File: src/verilog/usbl_pkg.sv
// shared constants for the lpm l1 host control block
// Functional notes
// software marks pipe extended and fills lpm attributes; token/bank/size are ignored
// enabled extended pipe sends extended token then lpm token, awaits answer
// ack enters l1 sleep at once, sets transfer complete 0, minimum residency
// entering l1 sleep clears start-of-frame generation enable
// nyet sets transfer fail flag and sleep is not entered
// stall handshake sets the stall flag
// missing or corrupted handshake resends token pair until max error number
// last failed retry sets pipe error flag and writes bank status field
// ack, nyet, stall or pipe error freezes pipe; software unfreezes
// downstream resume or l1 wakeup bit drives matching resume signalling
// l1 resume holds k state for time from best effort latency field
// upstream resume during l1 sleep sets upstream wakeup flag
// leaving l1 sleep sets start-of-frame generation enable again
// clear strobe: writing one clears matching endpoint state bit, zero no effect
// set strobe at index 0x105 plus n times 0x20, resets to zero
// writing one to set strobe sets matching endpoint state bit
// error below max error number increments error counter, no pipe error
// pipe error raises interrupt; summary register shows the pipe
package usbl_pkg;
	// register indices; byte address is four times the index
	localparam logic [8:0] IDX_CTRL       = 9'h000;
	localparam logic [8:0] IDX_PIPE_CFG   = 9'h001;
	localparam logic [8:0] IDX_EXT_WORD   = 9'h002;
	localparam logic [8:0] IDX_PIPE_STATE = 9'h003;
	localparam logic [8:0] IDX_INT_FLAGS  = 9'h004;
	localparam logic [8:0] IDX_INT_MASK   = 9'h005;
	localparam logic [8:0] IDX_SUMMARY    = 9'h006;
	localparam logic [8:0] IDX_EP_CLR     = 9'h104;
	localparam logic [8:0] IDX_EP_SET     = 9'h105;
	localparam logic [8:0] IDX_EP_STATE   = 9'h106;
	localparam logic [8:0] IDX_EP_STRIDE  = 9'h020;
	// host control b fields
	localparam int CTRL_SOF_BIT     = 0;
	localparam int CTRL_RESUME_BIT  = 1;
	localparam int CTRL_L1WAKE_BIT  = 2;
	localparam logic [2:0] CTRL_RESET = 3'h1;
	// pipe config fields
	localparam int CFG_ENABLE_BIT  = 0;
	localparam int CFG_TYPE_LSB    = 1;
	localparam int CFG_MAXERR_LSB  = 4;
	localparam logic [2:0] PIPE_TYPE_EXTENDED = 3'h5;
	localparam logic [7:0] CFG_RESET = 8'h00;
	// extended descriptor word: best effort latency nibble position
	localparam int EXT_BESL_LSB = 4;
	localparam logic [10:0] EXT_RESET = 11'h000;
	// pipe state fields
	localparam int PST_FREEZE_BIT = 0;
	localparam int PST_ERRCNT_LSB = 1;
	localparam int PST_BANK_LSB   = 5;
	// interrupt flag bits
	localparam int INT_TRANSFER_COMPLETE_0_FLAG = 0;
	localparam int INT_TRANSFER_FAIL_FLAG = 1;
	localparam int INT_PIPE_ERROR_FLAG = 2;
	localparam int INT_STALL = 3;
	localparam int INT_UPWAKE = 4;
	localparam logic [4:0] INT_RESET = 5'h00;
	localparam logic [7:0] EP_RESET = 8'h00;
	localparam logic [7:0] EP_FIELD_MASK = 8'hF7;
	// handshake codes from the packet engine
	localparam logic [1:0] HS_ACK   = 2'h0;
	localparam logic [1:0] HS_NYET  = 2'h1;
	localparam logic [1:0] HS_STALL = 2'h2;
	// bank status value written after exhausted retries
	localparam logic [1:0] BANK_STATUS_FAIL = 2'h3;
	// timing
	localparam int CLK_MHZ = 20;
	localparam int L1_RESIDENCY_US = 50;
	localparam int L1_RESIDENCY_CYC = L1_RESIDENCY_US * CLK_MHZ;
	localparam int BESL_UNIT_US = 75;
	localparam int BESL_UNIT_CYC = BESL_UNIT_US * CLK_MHZ;
	localparam int DN_RESUME_US = 20000;
	localparam int DN_RESUME_CYC = DN_RESUME_US * CLK_MHZ;
	typedef enum logic [2:0] {
		ST_IDLE,
		ST_SEND,
		ST_WAIT,
		ST_SLEEP,
		ST_RESUME
	} usbl_state_t;
endpackage : usbl_pkg
File: src/verilog/usbl_lpm_ctrl.sv
// lpm l1 host control with wishbone register slave and endpoint state strobes
`timescale 1ns/1ns
module usbl_lpm_ctrl #(
	parameter int NUM_EP        = 8,
	parameter int RESUME_CYCLES = usbl_pkg::DN_RESUME_CYC,
	parameter int BESL_CYCLES   = usbl_pkg::BESL_UNIT_CYC,
	parameter int L1_MIN_CYCLES = usbl_pkg::L1_RESIDENCY_CYC
) (
	input  wire logic        CLK_SYS,
	input  wire logic        SRST,
	input  wire logic        WB_CYC_I,
	input  wire logic        WB_STB_I,
	input  wire logic        WB_WE_I,
	input  wire logic [10:2] WB_ADR_I,
	input  wire logic [3:0]  WB_SEL_I,
	input  wire logic [31:0] WB_DAT_I,
	output logic      [31:0] WB_DAT_O,
	output logic             WB_ACK_O,
	input  wire logic        HS_VALID,
	input  wire logic [1:0]  HS_CODE,
	input  wire logic        HS_BAD,
	input  wire logic        HS_TIMEOUT,
	input  wire logic        UPSTREAM_K_PIN,
	output logic             TOK_SEND,
	output logic      [10:0] LPM_ATTR,
	output logic             K_DRIVE,
	output logic             SOF_EN,
	output logic             IRQ
);
	logic                    ack;
	logic             [31:0] rdata;
	logic              [2:0] ctrl;
	logic              [7:0] cfg;
	logic             [10:0] ext_word;
	logic                    freeze;
	logic              [3:0] error_counter;
	logic              [1:0] bank_status_field;
	logic              [4:0] int_flags;
	logic              [4:0] int_mask;
	logic              [7:0] endpoint_state [NUM_EP];
	logic                    up_meta;
	logic                    up_sync;
	logic                    up_prev;
	logic             [31:0] timer;
	logic                    resid_done;
	logic                    tok_send;
	logic                    k_drive;
	logic                    l1_kind;
	usbl_pkg::usbl_state_t   state;
	logic                    wr;
	logic             [31:0] wd;
	logic              [8:0] idx;
	logic                    up_edge;
	logic                    ev_ack;
	logic                    ev_nyet;
	logic                    ev_stall;
	logic                    ev_pipe_error_flag;
	logic                    ev_retry;
	logic                    ev_sleep_exit;
	logic                    start;
	logic              [3:0] besl;

	// byte lane masking of write data
	function automatic logic [31:0] lane_mask(input logic [31:0] d, input logic [3:0] sel);
		lane_mask = d & {{8{sel[3]}}, {8{sel[2]}}, {8{sel[1]}}, {8{sel[0]}}};
	endfunction : lane_mask

	// true when idx addresses endpoint n at base b
	function automatic logic ep_hit(input logic [8:0] i, input logic [8:0] b, input int n);
		ep_hit = (i == 9'(b + 9'(n) * usbl_pkg::IDX_EP_STRIDE));
	endfunction : ep_hit

	assign idx = WB_ADR_I;
	// write takes effect only at the edge where the master sees ack
	assign wr = WB_CYC_I & WB_STB_I & WB_WE_I & ack;
	assign wd = lane_mask(WB_DAT_I, WB_SEL_I);
	assign up_edge = up_sync & ~up_prev;
	assign besl = ext_word[usbl_pkg::EXT_BESL_LSB +: 4];

	// classic single-cycle slave: ack one cycle after the strobe, dropped the next
	always_ff @(posedge CLK_SYS) begin
		if (SRST) begin
			ack <= 1'b0;
		end else begin
			ack <= WB_CYC_I & WB_STB_I & ~ack;
		end
	end

	always_comb begin
		rdata = 32'h0000_0000;
		case (idx)
			usbl_pkg::IDX_CTRL: rdata[2:0] = ctrl;
			usbl_pkg::IDX_PIPE_CFG: rdata[7:0] = cfg;
			usbl_pkg::IDX_EXT_WORD: rdata[10:0] = ext_word;
			usbl_pkg::IDX_PIPE_STATE: begin
				rdata[usbl_pkg::PST_FREEZE_BIT] = freeze;
				rdata[usbl_pkg::PST_ERRCNT_LSB +: 4] = error_counter;
				rdata[usbl_pkg::PST_BANK_LSB +: 2] = bank_status_field;
			end
			usbl_pkg::IDX_INT_FLAGS: rdata[4:0] = int_flags;
			usbl_pkg::IDX_INT_MASK: rdata[4:0] = int_mask;
			usbl_pkg::IDX_SUMMARY: rdata[0] = |int_flags;
			default: begin
				for (int n = 0; n < NUM_EP; n++) begin
					if (ep_hit(idx, usbl_pkg::IDX_EP_STATE, n)) begin
						rdata[7:0] = endpoint_state[n];
					end
				end
			end
		endcase
	end

	always_ff @(posedge CLK_SYS) begin
		if (SRST) begin
			WB_DAT_O <= 32'h0000_0000;
		end else if (WB_CYC_I & WB_STB_I & ~WB_WE_I & ~ack) begin
			WB_DAT_O <= rdata;
		end
	end

	assign WB_ACK_O = ack;

	// upstream k from the line is asynchronous
	always_ff @(posedge CLK_SYS) begin
		if (SRST) begin
			up_meta <= 1'b0;
			up_sync <= 1'b0;
			up_prev <= 1'b0;
		end else begin
			up_meta <= UPSTREAM_K_PIN;
			up_sync <= up_meta;
			up_prev <= up_sync;
		end
	end

	// pipe config and extended word; token, bank and size beyond the type are unused
	always_ff @(posedge CLK_SYS) begin
		if (SRST) begin
			cfg <= usbl_pkg::CFG_RESET;
			ext_word <= usbl_pkg::EXT_RESET;
		end else if (wr) begin
			if (idx == usbl_pkg::IDX_PIPE_CFG) begin
				cfg <= wd[7:0];
			end
			if (idx == usbl_pkg::IDX_EXT_WORD) begin
				ext_word <= wd[10:0];
			end
		end
	end

	assign start = (state == usbl_pkg::ST_IDLE) & cfg[usbl_pkg::CFG_ENABLE_BIT] & ~freeze
		& (cfg[usbl_pkg::CFG_TYPE_LSB +: 3] == usbl_pkg::PIPE_TYPE_EXTENDED);

	assign ev_ack = (state == usbl_pkg::ST_WAIT) & HS_VALID & ~HS_BAD
		& (HS_CODE == usbl_pkg::HS_ACK);
	assign ev_nyet = (state == usbl_pkg::ST_WAIT) & HS_VALID & ~HS_BAD
		& (HS_CODE == usbl_pkg::HS_NYET);
	assign ev_stall = (state == usbl_pkg::ST_WAIT) & HS_VALID & ~HS_BAD
		& (HS_CODE == usbl_pkg::HS_STALL);
	// a corrupted or absent handshake counts as an error of the transaction
	assign ev_retry = (state == usbl_pkg::ST_WAIT) & ((HS_VALID & HS_BAD) | HS_TIMEOUT)
		& (error_counter < cfg[usbl_pkg::CFG_MAXERR_LSB +: 4]);
	assign ev_pipe_error_flag = (state == usbl_pkg::ST_WAIT) & ((HS_VALID & HS_BAD) | HS_TIMEOUT)
		& (error_counter >= cfg[usbl_pkg::CFG_MAXERR_LSB +: 4]);
	assign ev_sleep_exit = (state == usbl_pkg::ST_RESUME) & (timer == 32'h0000_0000);

	// transaction and sleep sequencing
	always_ff @(posedge CLK_SYS) begin
		if (SRST) begin
			state <= usbl_pkg::ST_IDLE;
			timer <= 32'h0000_0000;
			resid_done <= 1'b0;
			tok_send <= 1'b0;
			k_drive <= 1'b0;
			l1_kind <= 1'b0;
		end else begin
			tok_send <= 1'b0;
			case (state)
				usbl_pkg::ST_IDLE: begin
					if (start) begin
						state <= usbl_pkg::ST_SEND;
					end
				end
				usbl_pkg::ST_SEND: begin
					tok_send <= 1'b1;
					state <= usbl_pkg::ST_WAIT;
				end
				usbl_pkg::ST_WAIT: begin
					if (ev_ack) begin
						state <= usbl_pkg::ST_SLEEP;
						timer <= 32'(L1_MIN_CYCLES);
						resid_done <= 1'b0;
					end else if (ev_retry) begin
						state <= usbl_pkg::ST_SEND;
					end else if (ev_nyet | ev_stall | ev_pipe_error_flag) begin
						state <= usbl_pkg::ST_IDLE;
					end
				end
				usbl_pkg::ST_SLEEP: begin
					// a resume request waits until the minimum residency has passed
					if (timer != 32'h0000_0000) begin
						timer <= timer - 32'h0000_0001;
					end else begin
						resid_done <= 1'b1;
					end
					if (resid_done & (ctrl[usbl_pkg::CTRL_RESUME_BIT] | ctrl[usbl_pkg::CTRL_L1WAKE_BIT])) begin
						state <= usbl_pkg::ST_RESUME;
						k_drive <= 1'b1;
						l1_kind <= ctrl[usbl_pkg::CTRL_L1WAKE_BIT];
						if (ctrl[usbl_pkg::CTRL_L1WAKE_BIT]) begin
							timer <= 32'(BESL_CYCLES) * (32'(besl) + 32'h0000_0001);
						end else begin
							timer <= 32'(RESUME_CYCLES);
						end
					end
				end
				usbl_pkg::ST_RESUME: begin
					if (timer != 32'h0000_0000) begin
						timer <= timer - 32'h0000_0001;
					end else begin
						k_drive <= 1'b0;
						state <= usbl_pkg::ST_IDLE;
					end
				end
				default: begin
					state <= usbl_pkg::ST_IDLE;
				end
			endcase
		end
	end

	// host control b: hardware owns sof enable across sleep, resume bits end with the k state
	always_ff @(posedge CLK_SYS) begin
		if (SRST) begin
			ctrl <= usbl_pkg::CTRL_RESET;
		end else begin
			if (wr & (idx == usbl_pkg::IDX_CTRL)) begin
				ctrl <= wd[2:0];
			end
			if (ev_ack) begin
				ctrl[usbl_pkg::CTRL_SOF_BIT] <= 1'b0;
			end
			if (ev_sleep_exit) begin
				ctrl[usbl_pkg::CTRL_SOF_BIT] <= 1'b1;
				ctrl[usbl_pkg::CTRL_RESUME_BIT] <= 1'b0;
				ctrl[usbl_pkg::CTRL_L1WAKE_BIT] <= 1'b0;
			end
		end
	end

	// pipe state: writing one to the freeze bit unfreezes; a freeze event wins
	always_ff @(posedge CLK_SYS) begin
		if (SRST) begin
			freeze <= 1'b0;
			error_counter <= 4'h0;
			bank_status_field <= 2'h0;
		end else begin
			if (wr & (idx == usbl_pkg::IDX_PIPE_STATE)) begin
				if (wd[usbl_pkg::PST_FREEZE_BIT]) begin
					freeze <= 1'b0;
				end
				error_counter <= wd[usbl_pkg::PST_ERRCNT_LSB +: 4];
				bank_status_field <= wd[usbl_pkg::PST_BANK_LSB +: 2];
			end
			if (start) begin
				error_counter <= 4'h0;
			end
			if (ev_retry) begin
				error_counter <= error_counter + 4'h1;
			end
			if (ev_pipe_error_flag) begin
				bank_status_field <= usbl_pkg::BANK_STATUS_FAIL;
			end
			if (ev_ack | ev_nyet | ev_stall | ev_pipe_error_flag) begin
				freeze <= 1'b1;
			end
		end
	end

	// sticky flags, write one to clear, a new event in the same cycle wins
	always_ff @(posedge CLK_SYS) begin
		if (SRST) begin
			int_flags <= usbl_pkg::INT_RESET;
			int_mask <= usbl_pkg::INT_RESET;
		end else begin
			if (wr & (idx == usbl_pkg::IDX_INT_MASK)) begin
				int_mask <= wd[4:0];
			end
			int_flags <= (int_flags & ~((wr & (idx == usbl_pkg::IDX_INT_FLAGS)) ? wd[4:0] : 5'h00))
				| ({4'h0, ev_ack} << usbl_pkg::INT_TRANSFER_COMPLETE_0_FLAG)
				| ({4'h0, ev_nyet} << usbl_pkg::INT_TRANSFER_FAIL_FLAG)
				| ({4'h0, ev_pipe_error_flag} << usbl_pkg::INT_PIPE_ERROR_FLAG)
				| ({4'h0, ev_stall} << usbl_pkg::INT_STALL)
				| ({4'h0, up_edge & (state == usbl_pkg::ST_SLEEP)} << usbl_pkg::INT_UPWAKE);
		end
	end

	always_ff @(posedge CLK_SYS) begin
		if (SRST) begin
			IRQ <= 1'b0;
		end else begin
			IRQ <= |(int_flags & int_mask);
		end
	end

	// endpoint state with clear and set strobes; bit 3 does not exist
	always_ff @(posedge CLK_SYS) begin
		if (SRST) begin
			for (int n = 0; n < NUM_EP; n++) begin
				endpoint_state[n] <= usbl_pkg::EP_RESET;
			end
		end else if (wr) begin
			for (int n = 0; n < NUM_EP; n++) begin
				if (ep_hit(idx, usbl_pkg::IDX_EP_CLR, n)) begin
					endpoint_state[n] <= endpoint_state[n] & ~(wd[7:0] & usbl_pkg::EP_FIELD_MASK);
				end
				if (ep_hit(idx, usbl_pkg::IDX_EP_SET, n)) begin
					endpoint_state[n] <= endpoint_state[n] | (wd[7:0] & usbl_pkg::EP_FIELD_MASK);
				end
			end
		end
	end

	// link-facing outputs all from flops
	always_ff @(posedge CLK_SYS) begin
		if (SRST) begin
			TOK_SEND <= 1'b0;
			LPM_ATTR <= usbl_pkg::EXT_RESET;
			K_DRIVE <= 1'b0;
			SOF_EN <= 1'b0;
		end else begin
			TOK_SEND <= tok_send;
			LPM_ATTR <= ext_word;
			K_DRIVE <= k_drive;
			SOF_EN <= ctrl[usbl_pkg::CTRL_SOF_BIT];
		end
	end
endmodule : usbl_lpm_ctrl

File: config.mk
export PLATFORM = sky130hd
export DESIGN_NAME = usbl_lpm_ctrl
export DESIGN_NICKNAME = d
export VERILOG_FILES = /design/src/verilog/usbl_pkg.sv /design/src/verilog/usbl_lpm_ctrl.sv
export SDC_FILE = /design/constraint.sdc
export NUM_CORES = 1
export LEC_CHECK = 0
export ABC_CLOCK_PERIOD_IN_PS = 13070
export BUFFER_PORTS_ARGS = -buffer_cell sky130_fd_sc_hd__buf_2
export CELL_PAD_IN_SITES_DETAIL_PLACEMENT = 1
export CELL_PAD_IN_SITES_GLOBAL_PLACEMENT = 1
export CORE_ASPECT_RATIO = 2
export CORE_UTILIZATION = 50
export CTS_BUF_LIST = sky130_fd_sc_hd__clkbuf_2
export CTS_CLUSTER_DIAMETER = 150
export DETAILED_ROUTE_END_ITERATION = 10
export PLACE_DENSITY = 0.95
export SYNTH_ARGS = -nofsm -noshare
export SYNTH_HDL_FRONTEND = slang
export SYNTH_SLANG_ARGS = --single-unit
File: constraint.sdc
create_clock -name CLK_SYS -period 13.07 [get_ports CLK_SYS]
set_clock_uncertainty 0.05 [all_clocks]
set_input_delay 0 -clock CLK_SYS [delete_from_list [all_inputs] [get_ports CLK_SYS]]
set_output_delay 0 -clock CLK_SYS [all_outputs]
set_load 0.05 [all_outputs]
==> results.sh <==
export IMPL_status="complete, but fails checks"
export IMPL_violations="DRC, capacitance limit"
export IMPL_gp_congestion=1.031
export IMPL_nets=1269
export IMPL_setup_viol=0
export IMPL_synthSimpleGateAreaFrac=0.2393
export IMPL_synth_area_mux_share=0.01613
export IMPL_synth_yosys_seq_area_share=0.4141
export IMPL_port_buffers=59
export IMPL_core_region_area_um2=18220
export IMPL_track_usage=0.3989
export IMPL_hold_path_class="in2reg"
export IMPL_maxSlewHeadroom=0.003207
export IMPL_synthAdderAreaFrac=0.06912
export IMPL_cts_setup_buffers=0
export IMPL_h_tree_depth=4
export IMPL_combPwrFrac=0.139
export IMPL_grt_max_degree=65
export IMPL_die_w_um=98.09
export IMPL_routedWlPerCell_um=26.34
export IMPL_pre_cts_slack_ns=8.096
export IMPL_synth_warnings=0
export IMPL_met1_usage=0.3382
export IMPL_grt_busiest_layer="met2"
export IMPL_peakVddDrop_uv=57.90
export IMPL_clock_latency_ns=0.83
export IMPL_maxCapViolCount=1
export IMPL_synthesis_area_um2=9233
export IMPL_clockBufferDepth=2
export IMPL_fin_setup_tns_ns=0
export IMPL_cts_root_buf="clkbuf_2"
export IMPL_final_fill_count=2184
export IMPL_numCtsBuffers=17
export IMPL_clockPowerShare=0.282
export IMPL_synth_edff_count=56
export IMPL_drcViolationCount=10
export IMPL_grt_ovfl_total=0
export IMPL_place_hpwl_um=24220
export IMPL_cts_tree="yes"
export IMPL_seq_power_share=0.579
export IMPL_switching_share=0.3211
export IMPL_syn_to_final_growth_pct=12.62
export IMPL_hold_viol=0
export IMPL_tightest_slew_ns=1.482
export IMPL_drt_iter0_drc=724
export IMPL_async_flop_share=0
export IMPL_routed_via_density=6.701
export IMPL_power_leakage_nw=4.054
export IMPL_die_h_um=194.2
export IMPL_endpoint_kind="flip-flop"
export IMPL_drt_total_wl_um=36850
export IMPL_synth_area_per_cell_um2=8.549
export IMPL_p_int_mw=0.6466
export IMPL_final_cells=1399
export IMPL_drv_slew=0
export IMPL_cp_arrival_ns=5.80
export IMPL_p_per_area_nw_per_um2=91.60
export IMPL_synth_top_family_by_area="simple AND/OR/NAND/NOR gates"
export IMPL_ctsResizeCount=0
export IMPL_cp_data_required_time_ns=13.80
export IMPL_io_pins=104
export IMPL_ys_flop_type="dfxtp_1"
export IMPL_clock_sinks=163
export IMPL_grt_first_pass_wirelength_um=56620
export IMPL_grt_pass1_vias=10130
export IMPL_met3_usage=0.1373
export IMPL_drt_pass1_iterations=10
export IMPL_synthXorXnorAreaFrac=0.03036
export IMPL_ys_seq_elements=163
export IMPL_start_util=0.5068
export IMPL_drive_gt1_frac=0.1041
export IMPL_fmax_mhz=197.4
export IMPL_antenna_found_initial=2
export IMPL_synth_compound_area_share=0.1745
export IMPL_die_area_um2=19050
export IMPL_power_net_switching_mw=0.3058
export IMPL_synth_distinct_cells=75
export IMPL_rows=70
export IMPL_final_setup_worst_slack_ns=8.005
export IMPL_finalPower_mw=0.9524
export IMPL_drtAntennaViolNets=0
export IMPL_dp_cells=1301
export IMPL_vias=9375
export IMPL_crit_type="reg2reg"
export IMPL_rsz0062_at_grt="false"
export IMPL_grt_use_met2=0.6925
export IMPL_cts_hold_buffers=64
export IMPL_clk_pin_slew_ns=0.27
export IMPL_cp_max_fo=7
export IMPL_synth_cells=1080
export IMPL_period_share=0.3875
export IMPL_fin_crit_ns=5.065
export IMPL_critPathLaunchType="flip-flop"
==> per-layer routing <==
layer  wire, um  vias to the layer above  share of wire
li1           -                     4006              -
met1      10710                     4550           0.29
met2      19200                      574           0.52
met3       3082                      245          0.084
met4       3863                        0           0.10
met5          0                        -              0
==> registers in the layout (all words and copies together) (netlist names), 2 cells and up <==
register / count
bank_status_field: 2
int_mask: 5
LPM_ATTR: 11
int_flags: 5
ctrl: 3
WB_DAT_O: 11
state: 3
timer: 32
error_counter: 4
endpoint_state: 56
ext_word: 11
cfg: 8
==> area by class of cell <==
| type | instances | area, um^2 | area share |
|---|---|---|---|
| Antenna cell | 2 | 5.005 | 0.0004813 |
| Clock inverter | 14 | 115.1 | 0.01107 |
| Timing Repair Buffer | 131 | 998.5 | 0.09603 |
| Multi-Input combinational cell | 821 | 4967 | 0.4777 |
| Inverter | 34 | 127.6 | 0.01227 |
| Clock buffer | 18 | 90.09 | 0.008664 |
| Sequential cell | 163 | 3824 | 0.3677 |
| Tap cell | 216 | 270.3 | 0.02599 |
==> critical path, stage by stage, from the launching register on <==
cell and delay (ns):
dfxtp_1 0.60, nand3_1 0.18, xnor2_1 0.70, ha_1 0.40
fa_1 0.58, inv_1 0.07, fa_1 0.51, inv_1 0.05
ha_1 0.35, and3_1 0.19, a221o_1 0.39, o31ai_1 0.36
a31o_2 0.23, xnor2_1 0.14, nand2_1 0.09, a21oi_1 0.16
==> cell usage after synthesis (8+ instances only) <==
master / instances / share of area
dfxtp_1: 107 / 0.23
a221oi_1: 10 / 0.0095
a22oi_1: 16 / 0.013
a21oi_1: 120 / 0.065
nand2_1: 87 / 0.035
nor3_1: 33 / 0.018
clkbuf_1: 50 / 0.020
nor2_1: 162 / 0.066
nand3_1: 35 / 0.019
xor2_1: 15 / 0.014
a31oi_1: 8 / 0.0054
xnor2_1: 17 / 0.016
nand2b_1: 15 / 0.010
fa_1: 10 / 0.022
inv_1: 34 / 0.014
nor4_1: 17 / 0.012
edfxtp_1: 56 / 0.18
buf_1: 9 / 0.0037
and3_1: 15 / 0.010
nor2b_1: 25 / 0.017
buf_4: 21 / 0.017
o21ai_0: 41 / 0.022
ha_1: 35 / 0.047
nand3b_1: 8 / 0.0065
o21a_1: 10 / 0.0081
==> power by group through the flow <==
stage | registers (mW) | logic [mW] | clock network (mW)
global route | 0.553 | 0.139 | 0.285
CTS | 0.550 | 0.121 | 0.265
detailed placement | 0.560 | 0.105 | 0
finish | 0.551 | 0.133 | 0.268
global placement | 0.559 | 0.103 | 0
floorplan | 0.558 | 0.0771 | 0
==> cell families (layout without fill, tap and decap cells) <==
family | after synthesis | count (layout)
other | 1 | 23
AND/OR/NAND/NOR | 448 | 448
adder cells (fa/ha/maj) | 45 | 45
multiplexers | 13 | 13
buffers and inverters | 116 | 197
XOR/XNOR | 32 | 32
AO/OA/AOI/OAI | 262 | 262
flip-flops | 163 | 163
==> cell usage in the layout, fill, tap and decap left out, drive strengths merged, types with 36 or more instances in the layout <==
cell,netlist,layout
a21oi,121,121
buf,32,67
dfxtp,107,107
dlygate4sd3,0,64
edfxtp,56,56
inv,34,36
nand2,87,87
nor2,163,163
o21ai,43,43
==> stage by stage <==
stage / area (um^2) / hold WS [ns] / util
after floorplan: 9308 / 0.07818 / -
after global placement: 9547 / 0.1733 / 0.5240
after detailed placement: 9547 / 0.1697 / 0.5240
after CTS: 10390 / 0.0003961 / 0.5705
after global routing: 10400 / 0.01104 / 0.5706
final: 10400 / 0.05558 / 0.5707
==> final timing paths <==
kind	slack, ns	startpoint	endpoint	depth (start not counted)
hold reg to reg	0.39	up_prev	int_flags[4]	1
setup / recovery	8.00	ext_word[4]	timer[15]	15
setup reg to reg	8.00	ext_word[4]	timer[15]	15
hold / removal	0.06	WB_CYC_I	endpoint_state[1][29]	4
Note: power is estimated with default switching activity, not from simulation.
